## src/pkg/txu_pkg.sv

```systemverilog
/*
  Constants, command word fields and state codes of the transmit
  buffer unpacker. Assumes one system clock and a synchronous reset.
*/
// Overview of operation
// - command A bit13 opens, bit12 closes packet
// - command A bits 10:0 give buffer bytes
// - size, offset and alignment give filler dwords, dropped
// - sum buffer sizes, mismatch raises error flag
// - command B tag copied into status
// - tag carried unchanged, never interpreted
// - command B bit13 suppresses frame check sequence
// - command B bit12 suppresses short frame padding
// - padding disabled still forces check sequence
// - command B bits 10:0 give packet length
// - command A, then B, then data dwords
// - offset low bits pick first byte lane
// - offset bits 4:2 skip whole dwords
// - trailing unused bytes never reach MAC
// - end alignment filler stripped automatically
// - alignment field 00/01/10 means 4/16/32
// - offset field bits 20:16, 0 to 31
// - command A bit31 flags buffer fully loaded
package txu_pkg;
  // command A fields
  localparam int A_IRQ_BIT = 31;
  localparam int A_ALIGN_LO = 24;
  localparam int A_OFF_LO = 16;
  localparam int A_FS_BIT = 13;
  localparam int A_LS_BIT = 12;
  localparam int SIZE_W = 11;
  // command B fields
  localparam int B_TAG_LO = 16;
  localparam int TAG_W = 16;
  localparam int B_CRCOFF_BIT = 13;
  localparam int B_PADOFF_BIT = 12;
  // end alignment codes and their dword masks
  localparam logic [1:0] ALIGN_16 = 2'h1;
  localparam logic [1:0] ALIGN_32 = 2'h2;
  localparam logic [2:0] MASK_4 = 3'h0;
  localparam logic [2:0] MASK_16 = 3'h3;
  localparam logic [2:0] MASK_32 = 3'h7;
  // buffer word: {last, crcOff, padOff, byte}
  localparam int BUF_W = 11;
  localparam int BW_LAST = 10;
  localparam int BW_CRCOFF = 9;
  localparam int BW_PADOFF = 8;
  typedef enum logic [2:0] {
    ST_CMDA = 3'h0,
    ST_CMDB = 3'h1,
    ST_SKIP = 3'h3,
    ST_DATA = 3'h2,
    ST_EMIT = 3'h6,
    ST_PAD = 3'h7,
    ST_FIN = 3'h5
  } txu_state_type;
endpackage

```

## src/pkg/txu_stream_if.sv

```systemverilog
/*
  Valid/ready stream between the unpacker and its byte buffer.
  Assumes both ends share one clock.
*/
`timescale 1ns/10ps
interface txu_stream_if #(parameter int W = 11);
  logic [W-1:0] data;
  logic valid;
  logic ready;
  modport src (output data, output valid, input ready);
  modport snk (input data, input valid, output ready);
endinterface

```

## src/hw/txu_unpacker.sv

```systemverilog
/*
  Transmit buffer command unpacker: parses command words, strips
  offset and alignment filler, forwards payload bytes to the MAC.
  Assumes dwords arrive in buffer order and one clock domain.
*/
`timescale 1ns/10ps
module txu_unpacker
  import txu_pkg::*;
(
  input wire logic clk, // system clock
  input wire logic sys_rst, // sync reset
  input wire logic [31:0] inDword, // dword from tx data fifo
  input wire logic inValid, // dword present
  output logic inReady, // dword taken when valid
  output logic [7:0] macByte, // payload byte
  output logic macValid, // byte present
  input wire logic macReady, // mac accepts byte
  output logic macLast, // last byte of packet
  output logic macCrcOff, // no check sequence
  output logic macPadOff, // no short frame padding
  output logic transmitErrorFlag, // length mismatch, sticky
  input wire logic errClear, // clears error flag
  output logic bufferLoadedFlag, // buffer loaded, sticky
  input wire logic doneClear, // clears loaded flag
  output logic statusValid, // status pulse per packet
  output logic [15:0] statusTag, // tag of that packet
  output logic statusLenErr // length mismatch of packet
);
  typedef struct packed {
    txu_state_type st;
    logic rdy;
    logic [SIZE_W-1:0] size;
    logic [1:0] lane;
    logic [2:0] skip;
    logic [1:0] align;
    logic [9:0] dw;
    logic [2:0] pad;
    logic [31:0] word;
    logic [1:0] idx;
    logic [SIZE_W-1:0] left;
    logic [SIZE_W-1:0] sum;
    logic [SIZE_W-1:0] len;
    logic [TAG_W-1:0] tag;
    logic crcOff;
    logic padOff;
    logic first;
    logic fs;
    logic ls;
    logic irq;
    logic err;
    logic done;
    logic stV;
    logic stErr;
    logic [TAG_W-1:0] stTag;
  } txu_unp_type;

  txu_unp_type r_q, r_d;
  logic take;
  logic push;
  logic [SIZE_W-1:0] sumNext;

  txu_stream_if #(.W(BUF_W)) upIf ();
  txu_stream_if #(.W(BUF_W)) dnIf ();

  // two entries ride out one cycle of mac stall without a bubble
  txu_skid_buf #(.W(BUF_W)) u_buf (
    .clk(clk),
    .sys_rst(sys_rst),
    .upI(upIf.snk),
    .dnI(dnIf.src)
  );

  // mac side straight from the buffer's output flops
  assign dnIf.ready = macReady;
  assign macByte = dnIf.data[7:0];
  assign macValid = dnIf.valid;
  assign macLast = dnIf.data[BW_LAST];
  assign macCrcOff = dnIf.data[BW_CRCOFF];
  assign macPadOff = dnIf.data[BW_PADOFF];
  assign inReady = r_q.rdy;
  assign transmitErrorFlag = r_q.err;
  assign bufferLoadedFlag = r_q.done;
  assign statusValid = r_q.stV;
  assign statusTag = r_q.stTag;
  assign statusLenErr = r_q.stErr;

  // byte toward the buffer; control bits travel with it so a new
  // packet's settings never touch bytes still queued
  assign take = inValid && r_q.rdy;
  assign push = (r_q.st == ST_EMIT);
  assign upIf.valid = push;
  assign upIf.data = {
    r_q.ls && (r_q.left == 11'h001),
    r_q.crcOff && !r_q.padOff,
    r_q.padOff,
    r_q.word[{r_q.idx, 3'h0} +: 8]
  };
  assign sumNext = r_q.sum + r_q.size;

  // parser and counters
  always_comb begin
    logic [11:0] span;
    logic [9:0] dataDw;
    logic [10:0] total;
    logic [2:0] amask;
    logic [10:0] negTot;
    logic errSet;
    logic doneSet;
    span = '0;
    dataDw = '0;
    total = '0;
    amask = MASK_4;
    negTot = '0;
    errSet = 1'b0;
    doneSet = 1'b0;
    r_d = r_q;
    r_d.stV = 1'b0;
    case (r_q.st)
      ST_CMDA: begin
        if (take) begin
          r_d.size = inDword[SIZE_W-1:0];
          r_d.lane = inDword[A_OFF_LO +: 2];
          r_d.skip = inDword[A_OFF_LO+2 +: 3];
          r_d.align = inDword[A_ALIGN_LO +: 2];
          r_d.fs = inDword[A_FS_BIT];
          r_d.ls = inDword[A_LS_BIT];
          r_d.irq = inDword[A_IRQ_BIT];
          r_d.st = ST_CMDB;
        end
      end
      ST_CMDB: begin
        if (take) begin
          // settings held from the opening buffer only
          if (r_q.fs) begin
            r_d.tag = inDword[B_TAG_LO +: TAG_W];
            r_d.crcOff = inDword[B_CRCOFF_BIT];
            r_d.padOff = inDword[B_PADOFF_BIT];
            r_d.len = inDword[SIZE_W-1:0];
            r_d.sum = '0;
          end
          // filler dwords: round data region up to the alignment
          if (r_q.align == ALIGN_16) begin
            amask = MASK_16;
          end else if (r_q.align == ALIGN_32) begin
            amask = MASK_32;
          end
          span = {1'b0, r_q.size} + {10'h000, r_q.lane};
          if (r_q.size != 11'h000) begin
            span = span + 12'h003;
            dataDw = span[11:2];
          end
          total = {1'b0, dataDw} + {8'h00, r_q.skip};
          negTot = 11'h000 - total;
          r_d.pad = negTot[2:0] & amask;
          r_d.dw = dataDw;
          r_d.left = r_q.size;
          r_d.first = 1'b1;
          if (r_q.skip != 3'h0) begin
            r_d.st = ST_SKIP;
          end else if (dataDw != 10'h000) begin
            r_d.st = ST_DATA;
          end else if (r_d.pad != 3'h0) begin
            r_d.st = ST_PAD;
          end else begin
            r_d.st = ST_FIN;
          end
        end
      end
      ST_SKIP: begin
        // whole offset dwords are taken and dropped
        if (take) begin
          r_d.skip = r_q.skip - 3'h1;
          // an empty buffer has no data dword to wait for
          if (r_q.skip == 3'h1) begin
            if (r_q.dw != 10'h000) begin
              r_d.st = ST_DATA;
            end else if (r_q.pad != 3'h0) begin
              r_d.st = ST_PAD;
            end else begin
              r_d.st = ST_FIN;
            end
          end
        end
      end
      ST_DATA: begin
        if (take) begin
          r_d.word = inDword;
          r_d.idx = r_q.first ? r_q.lane : 2'h0;
          r_d.first = 1'b0;
          r_d.st = ST_EMIT;
        end
      end
      ST_EMIT: begin
        // one byte per cycle while the buffer has room
        if (upIf.ready) begin
          r_d.left = r_q.left - 11'h001;
          r_d.idx = r_q.idx + 2'h1;
          if (r_q.left == 11'h001) begin
            r_d.st = (r_q.pad != 3'h0) ? ST_PAD : ST_FIN;
          end else if (r_q.idx == 2'h3) begin
            r_d.st = ST_DATA;
          end
        end
      end
      ST_PAD: begin
        if (take) begin
          r_d.pad = r_q.pad - 3'h1;
          if (r_q.pad == 3'h1) begin
            r_d.st = ST_FIN;
          end
        end
      end
      ST_FIN: begin
        // closing buffer: compare, report, restart the sum
        if (r_q.ls) begin
          errSet = (sumNext != r_q.len);
          r_d.stV = 1'b1;
          r_d.stErr = errSet;
          r_d.stTag = r_q.tag;
          r_d.sum = '0;
        end else begin
          r_d.sum = sumNext;
        end
        doneSet = r_q.irq;
        r_d.st = ST_CMDA;
      end
      default: begin
        r_d.st = ST_CMDA;
      end
    endcase
    // sticky flags: a set in the clearing cycle wins
    r_d.err = errSet || (r_q.err && !errClear);
    r_d.done = doneSet || (r_q.done && !doneClear);
    // ready is registered, so it follows the next state
    r_d.rdy = (r_d.st != ST_EMIT) && (r_d.st != ST_FIN);
  end

  always_ff @(posedge clk) begin
    if (sys_rst) begin
      r_q <= '0;
    end else begin
      r_q <= r_d;
    end
  end

  // checks
  property p_first_lane;
    @(posedge clk) disable iff (sys_rst)
    (r_q.st == ST_DATA) && take && r_q.first |=> r_q.idx == $past(r_q.lane);
  endproperty
  a_first_lane: assert property (p_first_lane)
    else $error("first byte lane differs from offset");

  property p_skip_silent;
    @(posedge clk) disable iff (sys_rst)
    (r_q.st == ST_SKIP) && take |=> !push;
  endproperty
  a_skip_silent: assert property (p_skip_silent)
    else $error("skipped dword produced a byte");

  property p_len_err;
    @(posedge clk) disable iff (sys_rst)
    (r_q.st == ST_FIN) && r_q.ls && (sumNext != r_q.len)
      |=> transmitErrorFlag && statusLenErr && statusValid;
  endproperty
  a_len_err: assert property (p_len_err)
    else $error("length mismatch not flagged");

  property p_sum_clear;
    @(posedge clk) disable iff (sys_rst)
    (r_q.st == ST_FIN) && r_q.ls |=> (r_q.sum == 11'h000) ##1 !statusValid;
  endproperty
  a_sum_clear: assert property (p_sum_clear)
    else $error("sum not cleared after closing buffer");

  property p_crc_kept;
    @(posedge clk) disable iff (sys_rst)
    macValid && macPadOff |-> !macCrcOff;
  endproperty
  a_crc_kept: assert property (p_crc_kept)
    else $error("check sequence dropped with padding off");

  property p_tag_copy;
    @(posedge clk) disable iff (sys_rst)
    (r_q.st == ST_FIN) && r_q.ls |=> statusTag == $past(r_q.tag);
  endproperty
  a_tag_copy: assert property (p_tag_copy)
    else $error("status tag differs from packet tag");

  property p_loaded;
    @(posedge clk) disable iff (sys_rst)
    (r_q.st == ST_FIN) && r_q.irq |=> bufferLoadedFlag;
  endproperty
  a_loaded: assert property (p_loaded)
    else $error("loaded flag missing");

  property p_no_trail;
    @(posedge clk) disable iff (sys_rst)
    push |-> r_q.left != 11'h000;
  endproperty
  a_no_trail: assert property (p_no_trail)
    else $error("byte pushed past buffer size");

  property p_pad_drop;
    @(posedge clk) disable iff (sys_rst)
    (r_q.st == ST_PAD) && take && (r_q.pad == 3'h1) |=> r_q.st == ST_FIN;
  endproperty
  a_pad_drop: assert property (p_pad_drop)
    else $error("filler count wrong");

  property p_hold_b;
    @(posedge clk) disable iff (sys_rst)
    (r_q.st == ST_CMDB) && take && !r_q.fs |=> $stable(r_q.tag);
  endproperty
  a_hold_b: assert property (p_hold_b)
    else $error("settings changed on later buffer");

  property p_skip_end;
    @(posedge clk) disable iff (sys_rst)
    (r_q.st == ST_SKIP) && take && (r_q.skip == 3'h1) && (r_q.dw == 10'h000)
      |=> r_q.st != ST_DATA;
  endproperty
  a_skip_end: assert property (p_skip_end)
    else $error("empty buffer waits for a data dword");

  property p_mac_hold;
    @(posedge clk) disable iff (sys_rst)
    macValid && !macReady
      |=> macValid && $stable(macByte) && $stable(macLast);
  endproperty
  a_mac_hold: assert property (p_mac_hold)
    else $error("stalled byte changed before it was taken");

  property p_err_sticky;
    @(posedge clk) disable iff (sys_rst)
    transmitErrorFlag && !errClear |=> transmitErrorFlag;
  endproperty
  a_err_sticky: assert property (p_err_sticky)
    else $error("error flag dropped without a clear");

  property p_sum_acc;
    @(posedge clk) disable iff (sys_rst)
    (r_q.st == ST_FIN) && !r_q.ls |=> r_q.sum == $past(sumNext);
  endproperty
  a_sum_acc: assert property (p_sum_acc)
    else $error("running sum not accumulated");

  property p_status_pulse;
    @(posedge clk) disable iff (sys_rst)
    statusValid |=> !statusValid;
  endproperty
  a_status_pulse: assert property (p_status_pulse)
    else $error("status pulse longer than one cycle");

  c_err: cover property (@(posedge clk) statusValid && statusLenErr);
  c_pad: cover property (@(posedge clk) r_q.st == ST_PAD);
  c_skip: cover property (@(posedge clk) r_q.st == ST_SKIP);
  c_stall: cover property (@(posedge clk) macValid && !macReady);
endmodule

```

## src/hw/txu_skid_buf.sv

```systemverilog
/*
  Two-entry skid buffer, all outputs from flip-flops.
  Assumes a synchronous active-high reset.
*/
`timescale 1ns/10ps
module txu_skid_buf #(
  parameter int W = 11
) (
  input wire logic clk, // system clock
  input wire logic sys_rst, // sync reset
  txu_stream_if.snk upI, // filling side
  txu_stream_if.src dnI // draining side
);
  typedef struct packed {
    logic [W-1:0] outD;
    logic outV;
    logic [W-1:0] skD;
    logic skV;
  } txu_skid_type;
  txu_skid_type r_q, r_d;
  // ready only while the skid slot is free, so no word is lost
  assign upI.ready = ~r_q.skV;
  assign dnI.data = r_q.outD;
  assign dnI.valid = r_q.outV;
  // drain first, then fill whichever slot is free
  always_comb begin
    r_d = r_q;
    if (r_q.outV && dnI.ready) begin
      if (r_q.skV) begin
        r_d.outD = r_q.skD;
        r_d.skV = 1'b0;
      end else begin
        r_d.outV = 1'b0;
      end
    end
    if (upI.valid && !r_q.skV) begin
      if (!r_d.outV) begin
        r_d.outD = upI.data;
        r_d.outV = 1'b1;
      end else begin
        r_d.skD = upI.data;
        r_d.skV = 1'b1;
      end
    end
  end
  always_ff @(posedge clk) begin
    if (sys_rst) begin
      r_q <= '0;
    end else begin
      r_q <= r_d;
    end
  end
endmodule

```

## config.mk

```make
export PLATFORM = sky130hd
export DESIGN_NAME = txu_unpacker
export DESIGN_NICKNAME = d
export VERILOG_FILES = /design/src/pkg/txu_pkg.sv /design/src/pkg/txu_stream_if.sv /design/src/hw/txu_unpacker.sv /design/src/hw/txu_skid_buf.sv
export SDC_FILE = /design/constraint.sdc
export NUM_CORES = 1
export LEC_CHECK = 0
export ABC_AREA = 1
export ABC_CLOCK_PERIOD_IN_PS = 3500
export CAP_MARGIN = 20
export CELL_PAD_IN_SITES_DETAIL_PLACEMENT = 0
export CELL_PAD_IN_SITES_GLOBAL_PLACEMENT = 1
export CORE_ASPECT_RATIO = 0.8
export CORE_MARGIN = 2
export CORE_UTILIZATION = 40
export CTS_CLUSTER_DIAMETER = 40
export CTS_CLUSTER_SIZE = 16
export DETAILED_ROUTE_END_ITERATION = 7
export DONT_BUFFER_PORTS = 1
export GPL_TIMING_DRIVEN = 0
export PLACE_DENSITY_LB_ADDON = 0.1
export REMOVE_ABC_BUFFERS = 1
export SLEW_MARGIN = 15
export SYNTH_ARGS = -nofsm -noshare
export SYNTH_HDL_FRONTEND = slang
export SYNTH_SLANG_ARGS = --single-unit
```

## constraint.sdc

```tcl
create_clock -name clk -period 3.5 [get_ports clk]
set_input_delay 0.35 -clock clk [delete_from_list [all_inputs] [get_ports clk]]
set_output_delay 0.35 -clock clk [all_outputs]
set_load 0.05 [all_outputs]
```

# ---- Word-level counts from Yosys, hierarchy flattened
# Cells that the tools add are included.
dict set report word_totals {
  regBits 168
  in_bits 38
  output_inout_bits 33
  wordCells 154
}
dict set report op_classes {
  n_addsub 9
  n_eq_ne 22
  shift 1
  n_mux 51
  bitwise_logic 2
  reduce_logical 40
}
# cell n
set ops {}
lappend ops {{two-way mux 3 bit} 20}
lappend ops {{two-way mux 52 bit} 1}
lappend ops {{one-hot mux 11 bit (2 select lines)} 2}
lappend ops {{two-way mux 40 bit} 1}
lappend ops {{two-way mux 12 bit} 3}
lappend ops {{indexed part select 32 x 6 -> 8 bit} 1}
lappend ops {{two-way mux 10 bit} 3}
lappend ops {{two-way mux 24 bit} 1}
lappend ops {{two-way mux 11 bit} 2}
lappend ops {{AND reduction 3 bit} 7}
lappend ops {{nonzero test 10 bit} 2}
lappend ops {{two-way mux 18 bit} 1}
lappend ops {{one-hot mux 3 bit (6 select lines)} 1}
lappend ops {{inequality test 2 bit, second input constant} 7}
lappend ops {{two-way mux 13 bit} 1}
lappend ops {{adder 11 x 2 -> 12 bit} 1}
lappend ops {{adder 12 x 2 -> 12 bit, second input constant} 1}
lappend ops {{one-hot mux 3 bit (2 select lines)} 2}
lappend ops {{nonzero test 2 bit} 6}
lappend ops {{adder 11 bit} 1}
lappend ops {{== test 11 x 1 -> 1 bit, second input constant} 1}
lappend ops {{inequality test 11 bit} 1}
lappend ops {{nonzero test 11 bit} 1}
lappend ops {{subtractor 11 x 1 -> 11 bit, second input constant} 1}
lappend ops {{other kinds (24)} 57}

# ---- Longest topological paths before layout
dict set report depth {
  word_depth 16
  depth_mapped 24
  ltp_nobuf 24
}

# ---- Cells and area by module
# A second synthesis with hierarchy kept.
dict set report hier_totals {
  cells_unflattened 1238
  area_unflattened_um2 8577.0
}
# mod n_inst cells_per_inst area_each_um2 seq_area_each_um2
set by_module_without_submodules {}
lappend by_module_without_submodules {txu_unpacker 1 1027 7210.7 2882.8}
lappend by_module_without_submodules {txu_skid_buf 1 211 1366.3 480.5}

# ---- Worst setup path after synthesis
# No wires, ideal clock.
dict set report synth_path {
  path_type {reg2reg}
  start {reg r_q[130] (netlist name)}
  end {reg r_q, in the netlist inReady}
  setup_ns 0.119
  arrival_ns 2.929
  required_ns 3.381
  path_slack_ns 0.451
  path_stages_with_launch 24
  n_path_buf 0
  synth_period_minus_slack_ns 3.049
  cell_sequence {dfxtp_1 > inv_1 > ha_1 > nor2_1 > inv_1 > fa_1 > xnor2_1 > nand2_1 > inv_1 > ha_1 > inv_1 > ha_1 > xnor2_1 > nand2_1 > nand2_1 > nand3_1 > nand3_1 > nand2_1 > inv_1 > nand3_1 > nand2_1 > nand2_1 > nand2_1 > a21oi_1}
}
dict set report synth_between {
  elab_chain_cells 16
  word_cells_on_any_way 19
  cone_classes {4 x add/sub; 2 x eq/ne; 8 x mux; 1 x bitwise; 4 x reduce/logical}
}
# item line_no
set synth_rtl {}
lappend synth_rtl {{start: declaration} txu_unpacker.sv:57} ;# txu_unp_type r_q, r_d;
lappend synth_rtl {{start signal: assignment} txu_unpacker.sv:242} ;# r_q <= r_d;
lappend synth_rtl {{adder 11 x 2 -> 12 bit} txu_unpacker.sv:147} ;# span = {1'b0, r_q.size} + {10'h000, r_q.lane};
lappend synth_rtl {{adder 12 x 2 -> 12 bit} txu_unpacker.sv:149} ;# span = span + 12'h003;
lappend synth_rtl {{two-way mux 10 bit (*)} txu_unpacker.sv:148} ;# if (r_q.size != 11'h000) begin
lappend synth_rtl {{two-way mux 10 bit (*)} txu_unpacker.sv:132} ;# if (take) begin
lappend synth_rtl {{two-way mux 10 bit (*)} txu_unpacker.sv:118} ;# case (r_q.st)
lappend synth_rtl {{adder 3 bit} txu_unpacker.sv:152} ;# total = {1'b0, dataDw} + {8'h00, r_q.skip};
lappend synth_rtl {{subtractor 1 x 3 -> 3 bit} txu_unpacker.sv:153} ;# negTot = 11'h000 - total;
lappend synth_rtl {{bitwise AND 3 bit} txu_unpacker.sv:154} ;# r_d.pad = negTot[2:0] & amask;
lappend synth_rtl {{nonzero test 3 bit} txu_unpacker.sv:162} ;# end else if (r_d.pad != 3'h0) begin
lappend synth_rtl {{two-way mux 2 bit} txu_unpacker.sv:162}
lappend synth_rtl {{two-way mux 3 bit (*)} txu_unpacker.sv:160} ;# end else if (dataDw != 10'h000) begin
lappend synth_rtl {{two-way mux 3 bit (*)} txu_unpacker.sv:158} ;# if (r_q.skip != 3'h0) begin
lappend synth_rtl {{two-way mux 3 bit (*)} txu_unpacker.sv:132}
lappend synth_rtl {{one-hot mux 3 bit (6 select lines) (*)} txu_unpacker.sv:118}
lappend synth_rtl {{inequality test 3 bit} txu_unpacker.sv:235} ;# r_d.rdy = (r_d.st != ST_EMIT) && (r_d.st != ST_FIN);
lappend synth_rtl {{logical AND 1 bit (*)} txu_unpacker.sv:235}
# Every way passes the cells marked *; elsewhere a longest branch is shown, timed or not. The select of a mux whose other input is x is not followed.
# A chain may end at the register's enable or synchronous reset.

# ---- Final worst setup path
# Ends and elaborated chain as after synthesis.

==> flow_summary.ini <==
[routing]
routed_wl_um = 23470
post_drt_wl_per_cell_um = 17.07
drcViolationCount = 0
num_vias = 7074
vias_per_cell = 5.145
drtIter0Drc = 493
firstDrtPassIters = 7
antenna_left = 0

[final_layout]
design_area_um2 = 8931
fill_cells = 2188
multiInputGateArea_um2 = 4175
final_cell_mix = nor2_1, dfxtp_1, o21ai_0
finalNonFillerCells = 1375
syn2layout_area_growth_pct = 7.776
fin_nets = 1158
drive_above_1_share = 0.08409
seq_area_um2 = 3367
n_antenna_cell = 0
final_common_cell = nor2_1

[critical_path]
criticalPathCategory = reg2reg
slowest_delay_ns = 0.39
critPathLaunchType = flip-flop
worstPathRequired_ns = 3.87
crit_fanout = 5
critPathSlowestCell = fa_2
critPathArrivalTime_ns = 3.54
crit_path_cell_trace = inv_1, ha_4, nor2_4, inv_1, fa_2, xnor2_2, nand2_2, inv_1, ha_1, inv_1, ha_2, xor2_1, nand2_1, nand2_2, inv_1, nand2_1, nand3_2, nand2_1, inv_1, nand3_1, nand2_1, nand2_1, nand2_1, a21oi_1
critical_path.endpoint_type = flip-flop

[grt]
gr-usage-met1 = 0.3311
gr-total-overflow = 0
grt_pass1_vias = 6772
grt_max_degree = 73
grt_usage = 0.2199
met2_usage = 0.3194
use_met3 = 0.05580
antenna_found_initial = 0
busiest_layer = met1
grt_pass1_wl_um = 37440

[synthesis]
synth_area_per_cell_um2 = 7.231
yosysSeqAreaShare = 0.4059
ys_types = 47
ys.flop_type = dfxtp_1
synth_edf_count = 0
ys_seq_elements = 168
synth_area_um2 = 8287
syn_inst = 1146
yosysWarnings = 0
async_reset_ff_frac = 0

[clock_tree]
cts-root-buf = clkbuf_16
cts_sinks = 168
cts_buffers = 17
clk_path_buf_depth = 2
htree_levels = 4
clock_latency_ns = 0.44
cts_tree = done
clkTransAtPathRegs_ns = 0.08

[sta]
hold_slack_ns = 0.04438
rsz0062_at_grt = false
final_max_slew_viol_count = 0
max_freq_mhz = 315.1
fin_skew_ns = 0.01264
post-route-min-period_ns = 3.173
setup_ws_ns = 0.3265
worst_pin_slew_ns = 1.039
hold_viol_final = 0
fin_crit_sh = 0.9067
slew_headroom = 0.3048
finalSetupViolCount = 0

[placed_design]
placedCellCount = 1339
hpwlAfterDp_um = 15860
io_buffer_count = 0
pre_cts_slack_ns = -0.1214
placed_area_um2 = 8243
place_congestion = 0.7922

[job]
drv_cap = 0

[power]
power_density_nw_per_um2 = 489.9
finalPower_mw = 4.375
p_leak_nw = 3.801
vdd_ir_drop_max_v = 0.0002952

[floorplan]
die-area_um2 = 21890
die_w_um = 164.9
rows = 47
die_h_um = 132.7
ios = 71
core_area_um2 = 20520
start_util = 0.4038

[min_path]
min_path_type = in2reg

[status]
status = completed
-- Yosys cell counts (all sizes together), types with 10 or more instances --
master | count | area share
dfxtp | 168 | 0.41
ha | 25 | 0.038
inv | 98 | 0.044
clkbuf | 36 | 0.016
a21oi | 91 | 0.055
nand2 | 153 | 0.070
a31oi | 14 | 0.011
nor2 | 224 | 0.11
nand3 | 46 | 0.028
nand4 | 13 | 0.0098
o21ai | 160 | 0.098
buf | 43 | 0.038
xor2 | 10 | 0.011
-- per-layer routing --
metal | vias up | share of wire
li1 | 3670 | -
met1 | 3262 | 0.53
met2 | 131 | 0.41
met3 | 11 | 0.053
met4 | 0 | 0.0059
met5 | - | 0
-- state kept, by name, indices dropped and copies added (netlist names) --
register           flops
u_buf.dnI.valid        1
u_buf.dnI.data        11
inReady                1
r_q                  123
u_buf.r_q             12
statusValid            1
bufferLoadedFlag       1
statusLenErr           1
statusTag             16
transmitErrorFlag      1
-- final cells by class --
class,count,area share
clock buffers,17,0.04763
clock inverters,15,0.01961
inverters,98,0.04147
multi-input cells,802,0.4675
flip-flops and latches,168,0.3770
well taps,269,0.03769
repair buffers,6,0.009106
-- power breakdown --
part,internal (mW),switching (mW)
combinational,0.159,0.297
sequential,1.95,0.0543
clock,0.968,0.944
-- stage by stage --
step	TNS, ns	util
6_report	0	0.4352
5_1_grt	0	0.4352
3_5_place_dp	-0.1519	0.4016
4_1_cts	0	0.4321
2_1_floorplan	0	-
3_3_place_gp	-48.63	0.3981
-- logic make-up (layout without fill, tap and decap cells) --
group           Yosys count  after routing  synth area share
simple gates            456            457            0.2312
compound gates          295            295            0.1943
buf+inv                 177            136           0.09905
flops                   168            168            0.4059
fa+ha+maj                27             27           0.04258
xor+xnor                 17             17           0.01887
mux                       6              6          0.008153
-- critical path, delay by kind of cell, from the launching register on --
kind,cells,cell delay [ns]
compound gates,1,0.12
simple gates,11,0.88
buf+inv,6,0.39
fa+ha+maj,4,1.06
xor+xnor,2,0.29
flops,1,0.37
-- final timing paths --
kind / startpoint / end / slack [ns] / cells past startpoint
min reg2reg: r_q[20] / r_q[20] / 0.46 / 2
max reg2reg: r_q[130] / inReady / 0.33 / 24
min: inDword[23] / r_q[100] / 0.04 / 2
max: r_q[130] / inReady / 0.33 / 24
-- timing repair --
| item | 4_1_cts | 5_1_grt |
|---|---|---|
| endpoints found under the setup margin | 2 | 6 |
| buffers inserted | 0 | 2 |
| gates cloned | 0 | 1 |
| pin swaps | 0 | 3 |
| endpoints found under the hold margin | 33 | 0 |
| resized for setup | 2 | 9 |
| hold buffers | 1 | 0 |
Power figures use the tool's default switching activity.
